`src/rtl/aic_pkg.sv`:
```
// Purpose: shared constants for the converter group init and wire-check block
// Assumes: 100 MHz sys_clk, 8-bit byte address, 32-bit data
// Notes: most register fields are listed here by bit position; anaen, qen, iclass and qch bits are coded in aic_ctrl
package aic_pkg;
    // ----------------------------------------
    // register offsets
    // ----------------------------------------
    localparam logic [7:0] ADR_ANCFG = 8'h00;
    localparam logic [7:0] ADR_ARBCFG = 8'h04;
    localparam logic [7:0] ADR_GLOBAL_CONFIG = 8'h08;
    localparam logic [7:0] ADR_ARBPR = 8'h0c;
    localparam logic [7:0] ADR_QMR0 = 8'h10;
    localparam logic [7:0] ADR_ICLASS0 = 8'h14;
    localparam logic [7:0] ADR_RCR0 = 8'h18;
    localparam logic [7:0] ADR_QINR0 = 8'h1c;
    localparam logic [7:0] ADR_RES0 = 8'h20;
    localparam logic [7:0] ADR_CHCTR = 8'h40;
    // ----------------------------------------
    // field positions
    // ----------------------------------------
    localparam int DIV_LSB = 20;
    localparam int DIV_MSB = 22;
    localparam int CAL_BIT = 28;
    localparam int WU_BIT = 29;
    localparam int START_BIT = 31;
    localparam int USC_BIT = 1;
    localparam int SLOT0_BIT = 24;
    localparam int SRQEN_BIT = 31;
    localparam int REP_BIT = 5;
    localparam int RESVAL_BIT = 31;
    localparam int WEN_BIT = 0;
    localparam int WLEV_BIT = 1;
    localparam logic [1:0] ANA_ON = 2'h3;
    // ----------------------------------------
    // reset values
    // ----------------------------------------
    localparam logic [2:0] DIV_RST = 3'h0;
    localparam logic [2:0] ICLASS_RST = 3'h0;
    localparam logic [1:0] ANAEN_RST = 2'h0;
    // ----------------------------------------
    // sizes and timing
    // ----------------------------------------
    localparam int NCH = 4;
    localparam int DW = 12;
    localparam int CLK_NS = 10;
    localparam int T_WU_NS = 5000;
    localparam int WU_CYC = (T_WU_NS + CLK_NS - 1) / CLK_NS;
    localparam int CAL_STEPS = 8;
    localparam int CAL_STEP_TICKS = 16;
    localparam int CAL_TICKS = CAL_STEPS * CAL_STEP_TICKS;
    localparam int SYNC_TICKS = 16;
    localparam int PREP_TICKS = 2;
    localparam int SAMPLE_BASE = 2;
    localparam int CONV_TICKS = 12;

    typedef enum logic [1:0] {CV_IDLE, CV_PREP, CV_SAMPLE, CV_CONV} aic_conv_t;
endpackage : aic_pkg

```
`src/rtl/aic_clkdiv.sv`:
```
// Purpose: analog clock enable, sys_clk divided by field value plus one
// Assumes: div is a register output on the same clock
// Notes: a change of div applies to the running count; a count at or past the new value wraps at once
`timescale 1ns/1ps
module aic_clkdiv (
    input wire logic sys_clk,
    input wire logic rst,
    input wire logic [2:0] div,
    output logic tick
);
    typedef struct packed {
        logic [2:0] cnt;
        logic tick;
    } aic_div_t;

    aic_div_t s_ff;
    aic_div_t nxt_s;

    always_comb
    begin
        nxt_s = s_ff;
        nxt_s.tick = 1'b0;
        if (s_ff.cnt >= div)
        begin
            nxt_s.cnt = 3'h0;
            nxt_s.tick = 1'b1;
        end
        else
        begin
            nxt_s.cnt = s_ff.cnt + 3'h1;
        end
    end

    always_ff @(posedge sys_clk)
    begin
        if (rst)
        begin
            s_ff <= '0;
        end
        else
        begin
            s_ff <= nxt_s;
        end
    end

    assign tick = s_ff.tick;
endmodule : aic_clkdiv

```
`src/rtl/aic_ctrl.sv`:
```
// Purpose: converter group start-up sequence, calibration and conversion control
// Assumes: register port strobes are one cycle, ana_data comes from off-domain
// Notes: calibration and conversion timing is counted in analog clock enables, wakeup time in sys_clk
`timescale 1ns/1ps
module aic_ctrl (
    input wire logic sys_clk,
    input wire logic rst,
    input wire logic [7:0] addr,
    input wire logic [31:0] wdata,
    input wire logic wr,
    input wire logic rd,
    output logic [31:0] rdata,
    input wire logic [11:0] ana_data,
    output logic [4:0] ana_chan,
    output logic ana_prechg,
    output logic ana_prelvl,
    output logic ana_sample,
    output logic srq0
);
    typedef struct packed {
        logic [2:0] div;
        logic [1:0] anaen;
        logic [9:0] wucnt;
        logic unsynchronized_trim_select;
        logic slot0;
        logic qen;
        logic [2:0] iclass;
        logic srqen;
        logic [4:0] qch;
        logic qrep;
        logic qval;
        logic [aic_pkg::NCH-1:0] wen;
        logic [aic_pkg::NCH-1:0] wlev;
        logic calact;
        logic caldone;
        logic calwait;
        logic [3:0] calstep;
        logic [4:0] calcnt;
        logic [8:0] caltk;
        logic [3:0] phase;
        aic_pkg::aic_conv_t st;
        logic [7:0] cnt;
        logic [4:0] chan;
        logic prechg;
        logic prelvl;
        logic sample;
        logic [11:0] res;
        logic resval;
        logic srq;
        logic [31:0] rdata;
        logic [11:0] din1;
        logic [11:0] din2;
    } aic_state_t;

    aic_state_t s_ff;
    aic_state_t nxt_s;
    logic tick;
    logic ana_on;
    logic ready;
    logic wire_sel;

    aic_clkdiv u_div (
        .sys_clk(sys_clk),
        .rst(rst),
        .div(s_ff.div),
        .tick(tick)
    );

    assign ana_on = (s_ff.anaen == aic_pkg::ANA_ON);
    assign ready = s_ff.caldone && ana_on && s_ff.slot0 && s_ff.qen && s_ff.qval;
    assign wire_sel = (s_ff.qch < 5'(aic_pkg::NCH)) && s_ff.wen[s_ff.qch[1:0]];

    always_comb
    begin
        nxt_s = s_ff;
        nxt_s.srq = 1'b0;
        nxt_s.rdata = 32'h0;
        nxt_s.din1 = ana_data;
        nxt_s.din2 = s_ff.din1;
        if (tick)
        begin
            nxt_s.phase = s_ff.phase + 4'h1;
        end
        // ----------------------------------------
        // wakeup time status
        // ----------------------------------------
        // only reported; waiting before calibration stays with software
        if (!ana_on)
        begin
            nxt_s.wucnt = 10'h0;
        end
        else if (s_ff.wucnt < 10'(aic_pkg::WU_CYC))
        begin
            nxt_s.wucnt = s_ff.wucnt + 10'h1;
        end
        // ----------------------------------------
        // register writes
        // ----------------------------------------
        if (wr)
        begin
            case (addr)
                aic_pkg::ADR_ANCFG: nxt_s.div = wdata[aic_pkg::DIV_MSB:aic_pkg::DIV_LSB];
                aic_pkg::ADR_ARBCFG: nxt_s.anaen = wdata[1:0];
                aic_pkg::ADR_GLOBAL_CONFIG:
                begin
                    nxt_s.unsynchronized_trim_select = wdata[aic_pkg::USC_BIT];
                    // start is ignored while already calibrating or powered down
                    if (wdata[aic_pkg::START_BIT] && ana_on && !s_ff.calact)
                    begin
                        nxt_s.calact = 1'b1;
                        nxt_s.caldone = 1'b0;
                        nxt_s.calstep = 4'h0;
                        nxt_s.calcnt = 5'h0;
                        nxt_s.caltk = 9'h0;
                        nxt_s.calwait = !wdata[aic_pkg::USC_BIT];
                    end
                end
                aic_pkg::ADR_ARBPR: nxt_s.slot0 = wdata[aic_pkg::SLOT0_BIT];
                aic_pkg::ADR_QMR0: nxt_s.qen = wdata[0];
                aic_pkg::ADR_ICLASS0: nxt_s.iclass = wdata[2:0];
                aic_pkg::ADR_RCR0: nxt_s.srqen = wdata[aic_pkg::SRQEN_BIT];
                aic_pkg::ADR_QINR0:
                begin
                    nxt_s.qch = wdata[4:0];
                    nxt_s.qrep = wdata[aic_pkg::REP_BIT];
                    nxt_s.qval = 1'b1;
                end
                default:
                begin
                    for (int i = 0; i < aic_pkg::NCH; i++)
                    begin
                        if (addr == 8'(aic_pkg::ADR_CHCTR + 8'(4 * i)))
                        begin
                            nxt_s.wen[i] = wdata[aic_pkg::WEN_BIT];
                            nxt_s.wlev[i] = wdata[aic_pkg::WLEV_BIT];
                        end
                    end
                end
            endcase
        end
        // ----------------------------------------
        // register reads
        // ----------------------------------------
        if (rd)
        begin
            case (addr)
                aic_pkg::ADR_ANCFG:
                    nxt_s.rdata[aic_pkg::DIV_MSB:aic_pkg::DIV_LSB] = s_ff.div;
                aic_pkg::ADR_ARBCFG:
                begin
                    nxt_s.rdata[1:0] = s_ff.anaen;
                    nxt_s.rdata[aic_pkg::CAL_BIT] = s_ff.calact;
                    nxt_s.rdata[aic_pkg::WU_BIT] = (s_ff.wucnt == 10'(aic_pkg::WU_CYC));
                end
                aic_pkg::ADR_GLOBAL_CONFIG: nxt_s.rdata[aic_pkg::USC_BIT] = s_ff.unsynchronized_trim_select;
                aic_pkg::ADR_ARBPR: nxt_s.rdata[aic_pkg::SLOT0_BIT] = s_ff.slot0;
                aic_pkg::ADR_QMR0: nxt_s.rdata[0] = s_ff.qen;
                aic_pkg::ADR_ICLASS0: nxt_s.rdata[2:0] = s_ff.iclass;
                aic_pkg::ADR_RCR0: nxt_s.rdata[aic_pkg::SRQEN_BIT] = s_ff.srqen;
                aic_pkg::ADR_QINR0:
                begin
                    nxt_s.rdata[4:0] = s_ff.qch;
                    nxt_s.rdata[aic_pkg::REP_BIT] = s_ff.qrep;
                end
                aic_pkg::ADR_RES0:
                begin
                    nxt_s.rdata[11:0] = s_ff.res;
                    nxt_s.rdata[aic_pkg::RESVAL_BIT] = s_ff.resval;
                    nxt_s.resval = 1'b0;
                end
                default:
                begin
                    for (int i = 0; i < aic_pkg::NCH; i++)
                    begin
                        if (addr == 8'(aic_pkg::ADR_CHCTR + 8'(4 * i)))
                        begin
                            nxt_s.rdata[aic_pkg::WEN_BIT] = s_ff.wen[i];
                            nxt_s.rdata[aic_pkg::WLEV_BIT] = s_ff.wlev[i];
                        end
                    end
                end
            endcase
        end
        // ----------------------------------------
        // start-up calibration
        // ----------------------------------------
        if (s_ff.calact && tick)
        begin
            nxt_s.caltk = s_ff.caltk + 9'h1;
            if (s_ff.calwait)
            begin
                // synchronized steps only begin on the phase wrap
                if (s_ff.unsynchronized_trim_select || s_ff.phase == 4'h0)
                begin
                    nxt_s.calwait = 1'b0;
                end
            end
            else if (s_ff.calcnt == 5'(aic_pkg::CAL_STEP_TICKS - 1))
            begin
                nxt_s.calcnt = 5'h0;
                if (s_ff.calstep == 4'(aic_pkg::CAL_STEPS - 1))
                begin
                    nxt_s.calact = 1'b0;
                    nxt_s.caldone = 1'b1;
                end
                else
                begin
                    nxt_s.calstep = s_ff.calstep + 4'h1;
                    // wait is at most one step long, so total stays within double
                    nxt_s.calwait = !s_ff.unsynchronized_trim_select;
                end
            end
            else
            begin
                nxt_s.calcnt = s_ff.calcnt + 5'h1;
            end
        end
        // ----------------------------------------
        // conversion sequence
        // ----------------------------------------
        case (s_ff.st)
            aic_pkg::CV_IDLE:
            begin
                if (ready)
                begin
                    nxt_s.chan = s_ff.qch;
                    nxt_s.cnt = 8'h0;
                    nxt_s.qval = s_ff.qrep;
                    if (wire_sel)
                    begin
                        nxt_s.st = aic_pkg::CV_PREP;
                        nxt_s.prechg = 1'b1;
                        nxt_s.prelvl = s_ff.wlev[s_ff.qch[1:0]];
                    end
                    else
                    begin
                        nxt_s.st = aic_pkg::CV_SAMPLE;
                        nxt_s.sample = 1'b1;
                    end
                end
            end
            aic_pkg::CV_PREP:
            begin
                if (tick && s_ff.cnt == 8'(aic_pkg::PREP_TICKS - 1))
                begin
                    nxt_s.prechg = 1'b0;
                    nxt_s.sample = 1'b1;
                    nxt_s.cnt = 8'h0;
                    nxt_s.st = aic_pkg::CV_SAMPLE;
                end
                else if (tick)
                begin
                    nxt_s.cnt = s_ff.cnt + 8'h1;
                end
            end
            aic_pkg::CV_SAMPLE:
            begin
                if (tick && s_ff.cnt == 8'(s_ff.iclass) + 8'(aic_pkg::SAMPLE_BASE - 1))
                begin
                    nxt_s.sample = 1'b0;
                    nxt_s.cnt = 8'h0;
                    nxt_s.st = aic_pkg::CV_CONV;
                end
                else if (tick)
                begin
                    nxt_s.cnt = s_ff.cnt + 8'h1;
                end
            end
            aic_pkg::CV_CONV:
            begin
                if (tick && s_ff.cnt == 8'(aic_pkg::CONV_TICKS - 1))
                begin
                    // an open wire leaves the precharge level on the capacitor
                    nxt_s.res = s_ff.din2;
                    nxt_s.resval = 1'b1;
                    nxt_s.srq = s_ff.srqen;
                    nxt_s.st = aic_pkg::CV_IDLE;
                end
                else if (tick)
                begin
                    nxt_s.cnt = s_ff.cnt + 8'h1;
                end
            end
            default: nxt_s.st = aic_pkg::CV_IDLE;
        endcase
    end

    always_ff @(posedge sys_clk)
    begin
        if (rst)
        begin
            s_ff <= '0;
            s_ff.div <= aic_pkg::DIV_RST;
            s_ff.iclass <= aic_pkg::ICLASS_RST;
            s_ff.anaen <= aic_pkg::ANAEN_RST;
            s_ff.st <= aic_pkg::CV_IDLE;
        end
        else
        begin
            s_ff <= nxt_s;
        end
    end

    assign rdata = s_ff.rdata;
    assign ana_chan = s_ff.chan;
    assign ana_prechg = s_ff.prechg;
    assign ana_prelvl = s_ff.prelvl;
    assign ana_sample = s_ff.sample;
    assign srq0 = s_ff.srq;

    logic [7:0] h_smp;
    always_ff @(posedge sys_clk)
    begin
        if (rst || !s_ff.sample)
        begin
            h_smp <= 8'h0;
        end
        else if (tick)
        begin
            h_smp <= h_smp + 8'h1;
        end
    end
endmodule : aic_ctrl

```
`config.mk`:
```
export PLATFORM = sky130hd
export DESIGN_NAME = aic_ctrl
export DESIGN_NICKNAME = d
export VERILOG_FILES = /design/src/rtl/aic_pkg.sv /design/src/rtl/aic_clkdiv.sv /design/src/rtl/aic_ctrl.sv
export SDC_FILE = /design/constraint.sdc
export NUM_CORES = 1
export LEC_CHECK = 0
export BUFFER_PORTS_ARGS = -buffer_cell sky130_fd_sc_hd__clkbuf_2
export CORE_MARGIN = 4
export CORE_UTILIZATION = 55
export CTS_CLUSTER_DIAMETER = 40
export DETAILED_ROUTE_END_ITERATION = 10
export GPL_TIMING_DRIVEN = 0
export PLACE_DENSITY = 0.86
export SLEW_MARGIN = 20
export SYNTH_ARGS = -nofsm -noshare
export SYNTH_HDL_FRONTEND = slang
export SYNTH_SLANG_ARGS = --single-unit
```
`constraint.sdc`:
```
create_clock -name sys_clk -period 2.5 [get_ports sys_clk]
set_clock_uncertainty 0.05 [all_clocks]
set_input_delay 0.625 -clock sys_clk [delete_from_list [all_inputs] [get_ports sys_clk]]
set_output_delay 0.625 -clock sys_clk [all_outputs]
set_load 0.05 [all_outputs]
```
* Yosys cells after proc, flatten, opt, wreduce, memory -nomap -nowiden
Index checks and enable logic that the tools add are counted.
Cells by class: bitwise operators 9, reduce and logical (&&, ||, !) cells 54, add/subtract/negate cells 8, order comparisons 4, multiplexer cells 59, equal/unequal tests 29
Operators with widths (number):
- two-way mux 21 bit | 3
- two-way mux 8 bit | 5
- case mux 10 bit (4 select lines) | 1
- equality test 8 x 5 -> 1 bit (second input constant) | 4
- equality test 8 x 7 -> 1 bit (second input constant) | 4
- two-way mux 30 bit | 1
- two-way mux 2 bit | 13
- equality test 8 x 4 -> 1 bit (second input constant) | 3
- two-way mux 1 bit | 22
- AND reduction 2 bit | 11
- two-way mux 18 bit | 1
- AND reduction 3 bit | 6
- OR reduction 3 bit | 5
- != test 2 bit (second input constant) | 7
- case mux 1 bit (6 select lines) | 2
- logical AND 1 bit | 11
- adder 10 x 1 -> 10 bit (second input constant) | 1
- equality test 10 x 9 -> 1 bit (second input constant) | 1
- < comparator 10 x 9 -> 1 bit (second input constant) | 1
- two-way mux 5 bit | 2
- adder 9 x 1 -> 9 bit (second input constant) | 1
- two-way mux 9 bit | 1
- inverter 1 bit | 9
- adder 4 x 1 -> 4 bit (second input constant) | 2
- other kinds (32) | 46
Storage, ports and cells: output and inout bits 41, bits of input ports 56, word-level logic and storage cells 208, flip-flop bits (word level) 154

* Longest topological paths before layout
Gate-level depths: netlist of run 1.
word-level depth 10, gate-level depth with buffers 8, gate-level depth less buffers 7

* By module
A second synthesis of run 1 with hierarchy kept.
Unflattened totals: cell total of the unflattened synthesis 650, area total of the unflattened synthesis 5948.2 sq um
Modules (own cells, without submodules):
- aic_ctrl | times used 1, seq. area each 2562.5 sq um, area an instance 5735.5 sq um, cells an instance 630
- aic_clkdiv | times used 1, seq. area each 80.1 sq um, area an instance 212.7 sq um, cells an instance 20

* Worst setup path after synthesis of run 1
OpenSTA, ideal clock, no wires.
kind input -> register, from input addr[2], to register s_ff[102] in the netlist's numbering, buffers on the path 2, stages 6, arrival time 1911 ps, data required time 2322 ps, slack 411 ps, setup time 128 ps, path through buf_2 nor4b_4 nand4_1 clkbuf_1 a32oi_1 nor2_1
On the way: word-level cells in the longest chain between the ends 5
RTL lines:
- from (decl) | line aic_ctrl.sv:8 | input wire logic [7:0] addr,
- equality test 8 x 4 -> 1 bit * | line aic_ctrl.sv:101 | case (addr)
- two-way mux 21 bit * | line aic_ctrl.sv:101
- two-way mux 30 bit * | line aic_ctrl.sv:99 | if (wr)
- two-way mux 9 bit | line aic_ctrl.sv:190 | if (s_ff.calwait)
- two-way mux 21 bit * | line aic_ctrl.sv:187 | if (s_ff.calact && tick)
- to (signal assigned) | line aic_ctrl.sv:300 | s_ff <= nxt_s;
- to (decl) | line aic_ctrl.sv:55 | aic_state_t s_ff;
Mark *: on every way between the ends. The rest lies on a longest branch, timed or not. The select of a mux whose other input is x is not followed. A chain may end at the register's enable or synchronous reset.

* Worst setup path after layout of run 1
from input addr[4], to register s_ff[111] in the netlist's numbering
On the way: word-level cells in the longest chain between the ends 7
RTL lines:
- equality test 8 x 4 -> 1 bit * | line aic_ctrl.sv:101
- two-way mux 21 bit * | line aic_ctrl.sv:101
- two-way mux 30 bit * | line aic_ctrl.sv:99
- two-way mux 2 bit | line aic_ctrl.sv:201 | if (s_ff.calstep == 4'(aic_pkg::CAL_STEPS - 1))
- two-way mux 7 bit | line aic_ctrl.sv:198 | else if (s_ff.calcnt == 5'(aic_pkg::CAL_STEP_TICKS - 1))
- two-way mux 2 bit | line aic_ctrl.sv:190
- two-way mux 21 bit * | line aic_ctrl.sv:187
Marked as above.

==> results.sh, run 1 <==
export IMPL_die_area_mm2=0.01246
export IMPL_via_per_inst=5.728
export IMPL_max_vdd_ir_drop_mv=0.4948
export IMPL_period_needed_ns=2.211
export IMPL_crit_slowest_cell="nor4_2"
export IMPL_diodes=0
export IMPL_cts_sinks=132
export IMPL_cts_made_buffers=17
export IMPL_syn_cell_area_mm2=0.005906
export IMPL_worstHoldPathType="input port to register"
export IMPL_die_y_um=111.6
export IMPL_final_hold_viol_count=0
export IMPL_crit_buf_inv=2
export IMPL_ioPinCount=97
export IMPL_async_flop_share_pct=0
export IMPL_arrival_ns=2.55
export IMPL_synth_seq_area_share_pct=44.75
export IMPL_slew_violations=0
export IMPL_overflow=0
export IMPL_setup_violations=0
export IMPL_synthFlopType="dfxtp_1"
export IMPL_synth_area_top_cells="dfxtp_1 (45%), mux2i_1 (6.3%), nor2_1 (5.3%)"
export IMPL_end_kind="register"
export IMPL_grt_setup_unrepaired="no"
export IMPL_post_drt_wl_per_cell_um=16.26
export IMPL_synth_cells=636
export IMPL_multiInputGateArea_mm2=0.002850
export IMPL_layout_common_cells="dfxtp_1 (132), nor2_1 (84), clkbuf_2 (58)"
export IMPL_cts_resized=0
export IMPL_min_delay_worst_endpoint="nxt_s[3]"
export IMPL_start_kind="input port"
export IMPL_cts_root_buffer="clkbuf_8"
export IMPL_port_buffers=58
export IMPL_drt_wl_total_um=14210
export IMPL_ys_warn_count=0
export IMPL_regToRegStartpoint="s_ff[78]"
export IMPL_status="finished, final reports clean"
export IMPL_n_fill_cell=773
export IMPL_fin_hold_ws_ns=0.2494
export IMPL_synth_edf_count=0
export IMPL_nets=800
export IMPL_synth_avg_cell_area_um2=9.286
export IMPL_crit_chain="clkbuf_2 > nor4_2 > nand4_1 > clkbuf_1 > a22oi_1 > nor2_1"
export IMPL_crit_family="simple AND/OR/NAND/NOR gates"
export IMPL_r2r_end="s_ff[78]"
export IMPL_synth_cell_type_count=57
export IMPL_tightest_slew_ns=0.7950
export IMPL_ctsHtreeMaxLevel=4
export IMPL_drt_antenna_violating_nets=0
export IMPL_cts_setup_buffers=0
export IMPL_drtIter0Drc=504
export IMPL_drc=0
export IMPL_die_x_um=111.6
export IMPL_grt_use_total_pct=23.13
export IMPL_yosys_area_top_type="dfxtp_1"
export IMPL_coreArea_mm2=0.01037
export IMPL_max_stage_delay_ns=0.73
export IMPL_clk_latency_ns=0.53
export IMPL_vias=5006
export IMPL_regArea_mm2=0.002643
export IMPL_grt_start_max_net_pins=17
export IMPL_clk_pin_slew_ns=0.07
export IMPL_drive_above_1_share_pct=21.14
export IMPL_holdPathStages=2
export IMPL_power_per_cell_area_mw_per_mm2=699.8
export IMPL_slew_limit_headroom_pct=46.56
export IMPL_synth_seq_cells=132
export IMPL_final_common_cell="dfxtp_1"
export IMPL_synth_top_area_share_pct=44.75
export IMPL_grt_pass1_vias=4882
export IMPL_ff2ff_setup_slack_ns=0.30
export IMPL_cts_tree="built"
export IMPL_holdBufCountCts=0
export IMPL_grt_pass1_wl_um=23360
export IMPL_grt_antenna_before_repair=0
export IMPL_worst_ep_required_time_ns=2.84
export IMPL_hpwl_um=9810
export IMPL_period_share_pct=88.44
export IMPL_r2r_cells=7
export IMPL_hp_start="ana_data[3]"
export IMPL_clk_path_buf_depth=2
export IMPL_start_util_pct=56.95
export IMPL_worstPathMaxFanout=10
export IMPL_drv_cap=0
export IMPL_leakagePower_uw=0.003105
export IMPL_area_delta_synth_final_pct=18.90
export IMPL_fin_setup_tns_ns=0
export IMPL_firstDrtPassIters=6
export IMPL_num_rows=37
export IMPL_fmax_mhz=452.3
export IMPL_gp_congestion=0.9166
export IMPL_crit_type="input port to register"
Yosys cell counts (7+ instances only):
cell type    n
nand3_1     31
a21oi_1     27
xnor2_1     10
dfxtp_1    132
nand2b_1     7
buf_4       37
a31oi_1      7
nand4_1      9
nand2_1     42
ha_1        19
nor2_1      84
buf_2        9
clkbuf_1    22
and2_1       7
o2111ai_1   11
nor2b_1     27
xor2_1       7
mux2i_1     37
and3_1      11
inv_1       14
cells by family (layout without fill, tap and decap cells):
kind of cell	Yosys count	in the layout	share of synthesized area [%]
mux	44	44	8.178
flops	132	132	44.75
compound gates	81	81	9.577
buf+inv	82	172	7.754
fa+ha+maj	19	19	4.025
simple gates	260	260	23.14
other cells	1	13	0.06350
xor+xnor	17	17	2.521
metrics by stage:
stage	worst slack [ns]	instances	cell area [um^2]	total power (uW)	util (%)
after floorplan	0.4113	648	5951	2326	-
after global placement	-0.07057	842	6411	2386	61.82
after detailed placement	-0.1617	842	6411	2393	61.82
after CTS	0.3220	874	7022	4919	67.71
after global routing	0.1189	874	7022	5055	67.71
final	0.2889	874	7022	4914	67.71
flip-flops by register name (all words and copies together), names as in the netlist, 3 cells and up:
signal,count
ana_chan,5
nxt_s,12
rdata,19
s_ff,88
u_div.s_ff,3
power by group:
group / internal [uW] / total [uW] / switching (uW)
Sequential: 2130 / 2140 / 10.3
Combinational: 67.9 / 214 / 146
Clock: 1490 / 2560 / 1080
layout make-up:
type,instances,share of cell area [%]
Inverter,14,0.7484
Multi-Input combinational cell,434,40.59
Timing Repair Buffer,58,4.134
Tap cell,136,2.423
Clock inverter,15,2.798
Sequential cell,132,37.63
Buffer,68,5.773
Clock buffer,17,5.898
how the worst max path moves through the flow:
| stage | startpoint | endpoint | slack [ns] | depth (start not counted) |
|---|---|---|---|---|
| after floorplan | addr[2] | s_ff[102] | 0.41 | 6 |
| after global placement | addr[4] | s_ff[102] | -0.07 | 6 |
| after detailed placement | addr[4] | s_ff[108] | -0.16 | 6 |
| after CTS | s_ff[78] | s_ff[78] | 0.32 | 7 |
| after global routing | s_ff[78] | s_ff[82] | 0.12 | 7 |
| final | addr[4] | s_ff[111] | 0.29 | 6 |
per-layer routing:
layer  part of all wire (%)  up-vias  wire length [um]  GRT usage [%]
met2                     50      241              7057          39.69
met1                     40     2360              5657          27.51
li1                       -     2354                 -              -
met5                      0        -                 0              0
met4                    3.2        0               458          9.651
met3                    7.3       51              1037          5.924
Note: power is estimated with default switching activity, not from simulation.
==> run 2, diff against run 1 <==
--- a/config.mk
+++ b/config.mk
@@ -11,6 +11,7 @@
 export CTS_CLUSTER_DIAMETER = 40
 export DETAILED_ROUTE_END_ITERATION = 10
 export GPL_TIMING_DRIVEN = 0
+export MAX_ROUTING_LAYER = met4
 export PLACE_DENSITY = 0.86
 export SLEW_MARGIN = 20
 export SYNTH_ARGS = -nofsm -noshare
==> run 2 against run 1 <==
  * Worst hold slack improved by 0.011 ns
  * First-iteration DRC count decreased by 29%
  * Core utilization increased by 0.097 points
  * Wire length decreased by 3.0%
  * Total power is 0.40% lower
  * Register-to-register slack improved by 0.06 ns
  * Critical path depth rose by 1
  * Combinational power is essentially flat
  * Via count shrank 2.7%
  * Sequential share of layout area decreased by 0.054 points
  * Clock-buffer cell count did not move
  * Largest power group unchanged
==> results.sh, run 2 (synthesis gave the netlist of run 1 again) <==
export IMPL_period_share_pct=89.87
export IMPL_drtIter0Drc=359
export IMPL_holdBufCountCts=0
export IMPL_nets=800
export IMPL_cts_tree="built"
export IMPL_die_x_um=111.6
export IMPL_fmax_mhz=445.1
export IMPL_slew_limit_headroom_pct=50.92
export IMPL_clk_path_buf_depth=2
export IMPL_period_needed_ns=2.247
export IMPL_clk_pin_slew_ns=0.07
export IMPL_end_kind="register"
export IMPL_leakagePower_uw=0.003107
export IMPL_cts_made_buffers=17
export IMPL_grt_start_max_net_pins=17
export IMPL_cts_root_buffer="clkbuf_8"
export IMPL_n_fill_cell=786
export IMPL_fin_ws_ns=0.2533
export IMPL_die_area_mm2=0.01246
export IMPL_layout_common_cells="dfxtp_1 (132), nor2_1 (84), clkbuf_2 (58)"
export IMPL_port_buffers=58
export IMPL_worstPathMaxFanout=8
export IMPL_fin_setup_tns_ns=0
export IMPL_cts_sinks=132
export IMPL_overflow=0
export IMPL_drt_wl_total_um=13790
export IMPL_final_hold_viol_count=0
export IMPL_gp_congestion=0.9438
export IMPL_cts_resized=0
export IMPL_firstDrtPassIters=5
export IMPL_grt_pass1_vias=4814
export IMPL_start_kind="input port"
export IMPL_ctsHtreeMaxLevel=4
export IMPL_post_drt_wl_per_cell_um=15.75
export IMPL_arrival_ns=2.58
export IMPL_area_delta_synth_final_pct=19.07
export IMPL_via_per_inst=5.566
export IMPL_drv_cap=0
export IMPL_setup_violations=0
export IMPL_drt_antenna_violating_nets=0
export IMPL_worstHoldPathType="input port to register"
export IMPL_regArea_mm2=0.002643
export IMPL_crit_type="input port to register"
export IMPL_post_place_ws_ns=-0.1162
export IMPL_grt_pass1_wl_um=22660
export IMPL_final_common_cell="dfxtp_1"
export IMPL_max_vdd_ir_drop_mv=0.4418
export IMPL_cts_setup_buffers=0
export IMPL_slew_violations=0
export IMPL_clk_latency_ns=0.52
export IMPL_drc=0
export IMPL_grt_setup_unrepaired="no"
export IMPL_drive_above_1_share_pct=21.14
export IMPL_multiInputGateArea_mm2=0.002850
export IMPL_status="finished, final reports clean"
export IMPL_grt_antenna_before_repair=1
export IMPL_grt_use_total_pct=22.84
export IMPL_num_rows=37
export IMPL_tightest_slew_ns=0.7302
export IMPL_die_y_um=111.6
export IMPL_worst_ep_required_time_ns=2.83
export IMPL_vias=4870
export IMPL_power_per_cell_area_mw_per_mm2=696.0
export IMPL_fin_hold_ws_ns=0.2603
export IMPL_ioPinCount=97
export IMPL_top_register="s_ff"
export IMPL_start_util_pct=56.95
export IMPL_coreArea_mm2=0.01037
export IMPL_largest_reg_flops=88
export IMPL_hpwl_um=9518
[run 2: path summary, 6_finish.rpt]
| path | start | to | slack (ns) | cells after the start |
|---|---|---|---|---|
| max | addr[1] | s_ff[122] | 0.25 | 7 |
| min | ana_data[6] | nxt_s[6] | 0.26 | 2 |
| max reg2reg | s_ff[78] | s_ff[78] | 0.36 | 7 |
| min reg2reg | nxt_s[9] | s_ff[9] | 0.39 | 1 |
[run 2: stage by stage]
| step | cell area (um^2) | util (%) | cells | power (uW) |
|---|---|---|---|---|
| floorplan | 5951 | - | 648 | 2326 |
| global placement | 6411 | 61.82 | 842 | 2386 |
| detailed placement | 6411 | 61.82 | 842 | 2394 |
| CTS | 7029 | 67.78 | 874 | 4916 |
| global route | 7032 | 67.81 | 875 | 5035 |
| finish | 7032 | 67.81 | 875 | 4894 |
[run 2: area by class of cell]
type	count	area share, %
Clock inverter	15	2.900
Antenna cell	1	0.03559
Clock buffer	17	5.890
Multi-Input combinational cell	434	40.53
Buffer	68	5.765
Inverter	14	0.7473
Timing Repair Buffer	58	4.128
Tap cell	136	2.420
Sequential cell	132	37.58
[run 2: where the power goes]
group,internal (uW),switching [uW]
Sequential,2130,10.5
Combinational,67.7,145
Clock,1490,1050
[run 2: worst max-delay path, stage by stage]
cell,delay (ns)
clkbuf_2,0.12
nor2_1,0.36
and3_1,0.22
clkbuf_1,0.39
nand3_1,0.45
mux2i_1,0.35
nor2_1,0.07
[run 2: layer usage]
metal / part of all wire (%) / global-route usage (%) / vias to the layer above
li1: - / - / 2355
met2: 49 / 38.01 / 213
met1: 41 / 25.73 / 2260
met3: 7.3 / 5.761 / 42
met4: 3.1 / 10.71 / 0
met5: 0 / - / -
==> run 3, diff against run 2 <==
--- a/config.mk
+++ b/config.mk
@@ -13,6 +13,7 @@
 export GPL_TIMING_DRIVEN = 0
 export MAX_ROUTING_LAYER = met4
 export PLACE_DENSITY = 0.86
+export RECOVER_POWER = 100
 export SLEW_MARGIN = 20
 export SYNTH_ARGS = -nofsm -noshare
 export SYNTH_HDL_FRONTEND = slang
==> run 3 against run 2 <==
  * Sequential cell count did not move
  * Largest power group unchanged
  * Highest routed layer unchanged
  * Combinational power barely moved
  * Maximum frequency barely moved
  * Critical path depth fell by 1
  * Critical path type is now register to register
  * Non-clock buffer count did not move
  * Cell area fell by 0.75%
==> results.sh, run 3 (synthesis gave the netlist of run 1 again) <==
export IMPL_status="finished, final reports clean"
export IMPL_min_delay_worst_endpoint="nxt_s[6]"
export IMPL_cts_tree="built"
export IMPL_cts_sinks=132
export IMPL_grt_pass1_wl_um=22660
export IMPL_final_util_pct=67.30
export IMPL_final_hold_viol_count=0
export IMPL_drive_above_1_share_pct=16.53
export IMPL_end_kind="register"
export IMPL_drt_wl_total_um=13750
export IMPL_n_fill_cell=806
export IMPL_leakagePower_uw=0.002989
export IMPL_layout_common_cells="dfxtp_1 (132), nor2_1 (84), clkbuf_1 (54)"
export IMPL_overflow=0
export IMPL_place_inst=842
export IMPL_ioPinCount=97
export IMPL_drt_antenna_violating_nets=0
export IMPL_fin_ws_ns=0.2548
export IMPL_coreArea_mm2=0.01037
export IMPL_ff2ff_setup_slack_ns=0.25
export IMPL_die_x_um=111.6
export IMPL_hp_start="ana_data[6]"
export IMPL_slew_limit_headroom_pct=35.40
export IMPL_largest_reg_flops=88
export IMPL_cts_made_buffers=17
export IMPL_period_share_pct=89.81
export IMPL_setup_violations=0
export IMPL_die_area_mm2=0.01246
export IMPL_firstDrtPassIters=5
export IMPL_start_util_pct=56.95
export IMPL_dpl_cell_area_mm2=0.006411
export IMPL_nets=800
export IMPL_fmax_mhz=445.4
export IMPL_holdPathStages=2
export IMPL_start_kind="register"
export IMPL_drtIter0Drc=330
export IMPL_holdBufCountCts=0
export IMPL_top_register="s_ff"
export IMPL_max_stage_delay_ns=0.57
export IMPL_grt_setup_unrepaired="no"
export IMPL_r2r_cells=6
export IMPL_clk_pin_slew_ns=0.07
export IMPL_area_delta_synth_final_pct=18.18
export IMPL_gp_congestion=0.9438
export IMPL_max_vdd_ir_drop_mv=0.4414
export IMPL_r2r_end="s_ff[62]"
export IMPL_post_drt_wl_per_cell_um=15.71
export IMPL_design_area_mm2=0.006979
export IMPL_grt_pass1_vias=4814
export IMPL_final_common_cell="dfxtp_1"
export IMPL_regToRegStartpoint="s_ff[78]"
export IMPL_hpwl_um=9518
export IMPL_clk_path_buf_depth=2
export IMPL_cts_setup_buffers=0
export IMPL_port_buffers=58
export IMPL_worst_ep_required_time_ns=2.84
export IMPL_arrival_ns=2.58
export IMPL_power_per_cell_area_mw_per_mm2=700.6
export IMPL_vias=4885
export IMPL_clk_latency_ns=0.52
export IMPL_via_per_inst=5.583
export IMPL_crit_type="register to register"
export IMPL_crit_chain="ha_1 > and4b_1 > nand3_1 > clkbuf_1 > mux2i_1 > nor2_1"
export IMPL_grt_use_total_pct=22.84
export IMPL_post_place_ws_ns=-0.1162
export IMPL_num_rows=37
export IMPL_instances_no_fill=875
export IMPL_period_needed_ns=2.245
export IMPL_drv_cap=0
export IMPL_worstHoldPathType="input port to register"
export IMPL_grt_start_max_net_pins=17
export IMPL_die_y_um=111.6
export IMPL_drc=0
export IMPL_slew_violations=0
export IMPL_cts_resized=0
export IMPL_ctsHtreeMaxLevel=4
export IMPL_crit_slowest_cell="clkbuf_1"
export IMPL_worstPathMaxFanout=10
export IMPL_tightest_slew_ns=0.9446
export IMPL_grt_antenna_before_repair=1
export IMPL_cts_root_buffer="clkbuf_8"
==> run 3: cell count changes in the layout (fill, tap and decap cells not counted), sizes merged <==
cell,before,now
buf,46,44
clkbuf,97,99
==> run 3: power breakdown <==
| group | leakage (uW) | switching, uW | total [uW] | internal [uW] |
|---|---|---|---|---|
| Combinational | 0.00162 | 144 | 211 | 66.9 |
| Sequential | 0.00107 | 10.7 | 2140 | 2130 |
| Clock | 0.000305 | 1050 | 2540 | 1490 |
==> run 3: worst max-delay path by stage <==
stage	from	end	depth (start not counted)
2_1_floorplan	addr[2]	s_ff[102]	6
3_5_place_dp	addr[1]	s_ff[127]	7
4_1_cts	addr[1]	s_ff[122]	7
6_report	s_ff[78]	s_ff[62]	6
5_1_grt	s_ff[78]	s_ff[64]	6
3_3_place_gp	addr[1]	s_ff[127]	7
==> run 3: layer usage <==
layer	vias up	track usage (%)	share of wire (%)
li1	2358	-	-
met1	2247	25.73	41
met2	231	38.01	49
met3	49	5.761	7.0
met4	0	10.71	3.5
met5	-	-	0
==> run 3: worst max-delay path: cells and delay by family (launching register included) <==
| kind | cells | cell delay (ns) |
|---|---|---|
| AND/OR/NAND/NOR | 3 | 0.58 |
| adder cells (fa/ha/maj) | 1 | 0.25 |
| multiplexers | 1 | 0.29 |
| flip-flops | 1 | 0.36 |
| buffers and inverters | 1 | 0.57 |
==> run 3: metrics by stage <==
stage | hold slack, ns | setup TNS (ns) | power [uW]
after floorplan | 0.3638 | 0 | 2326
after CTS | 0.2495 | 0 | 4916
after global placement | 0.3755 | -0.5604 | 2386
final | 0.2598 | 0 | 4890
after detailed placement | 0.3751 | -0.9860 | 2394
after global routing | 0.2712 | 0 | 5034
==> run 3: final cells by class <==
| cell class | instances | area (um^2) | share of cell area [%] |
|---|---|---|---|
| multi-input cells | 434 | 2838 | 40.66 |
| flip-flops and latches | 132 | 2643 | 37.86 |
| clock buffers | 17 | 414.1 | 5.934 |
| plain buffers | 68 | 402.9 | 5.773 |
| repair buffers | 58 | 252.7 | 3.621 |
| clock inverters | 15 | 203.9 | 2.922 |
| well taps | 136 | 170.2 | 2.438 |
| inverters | 14 | 52.55 | 0.7530 |
| diodes | 1 | 2.502 | 0.03586 |
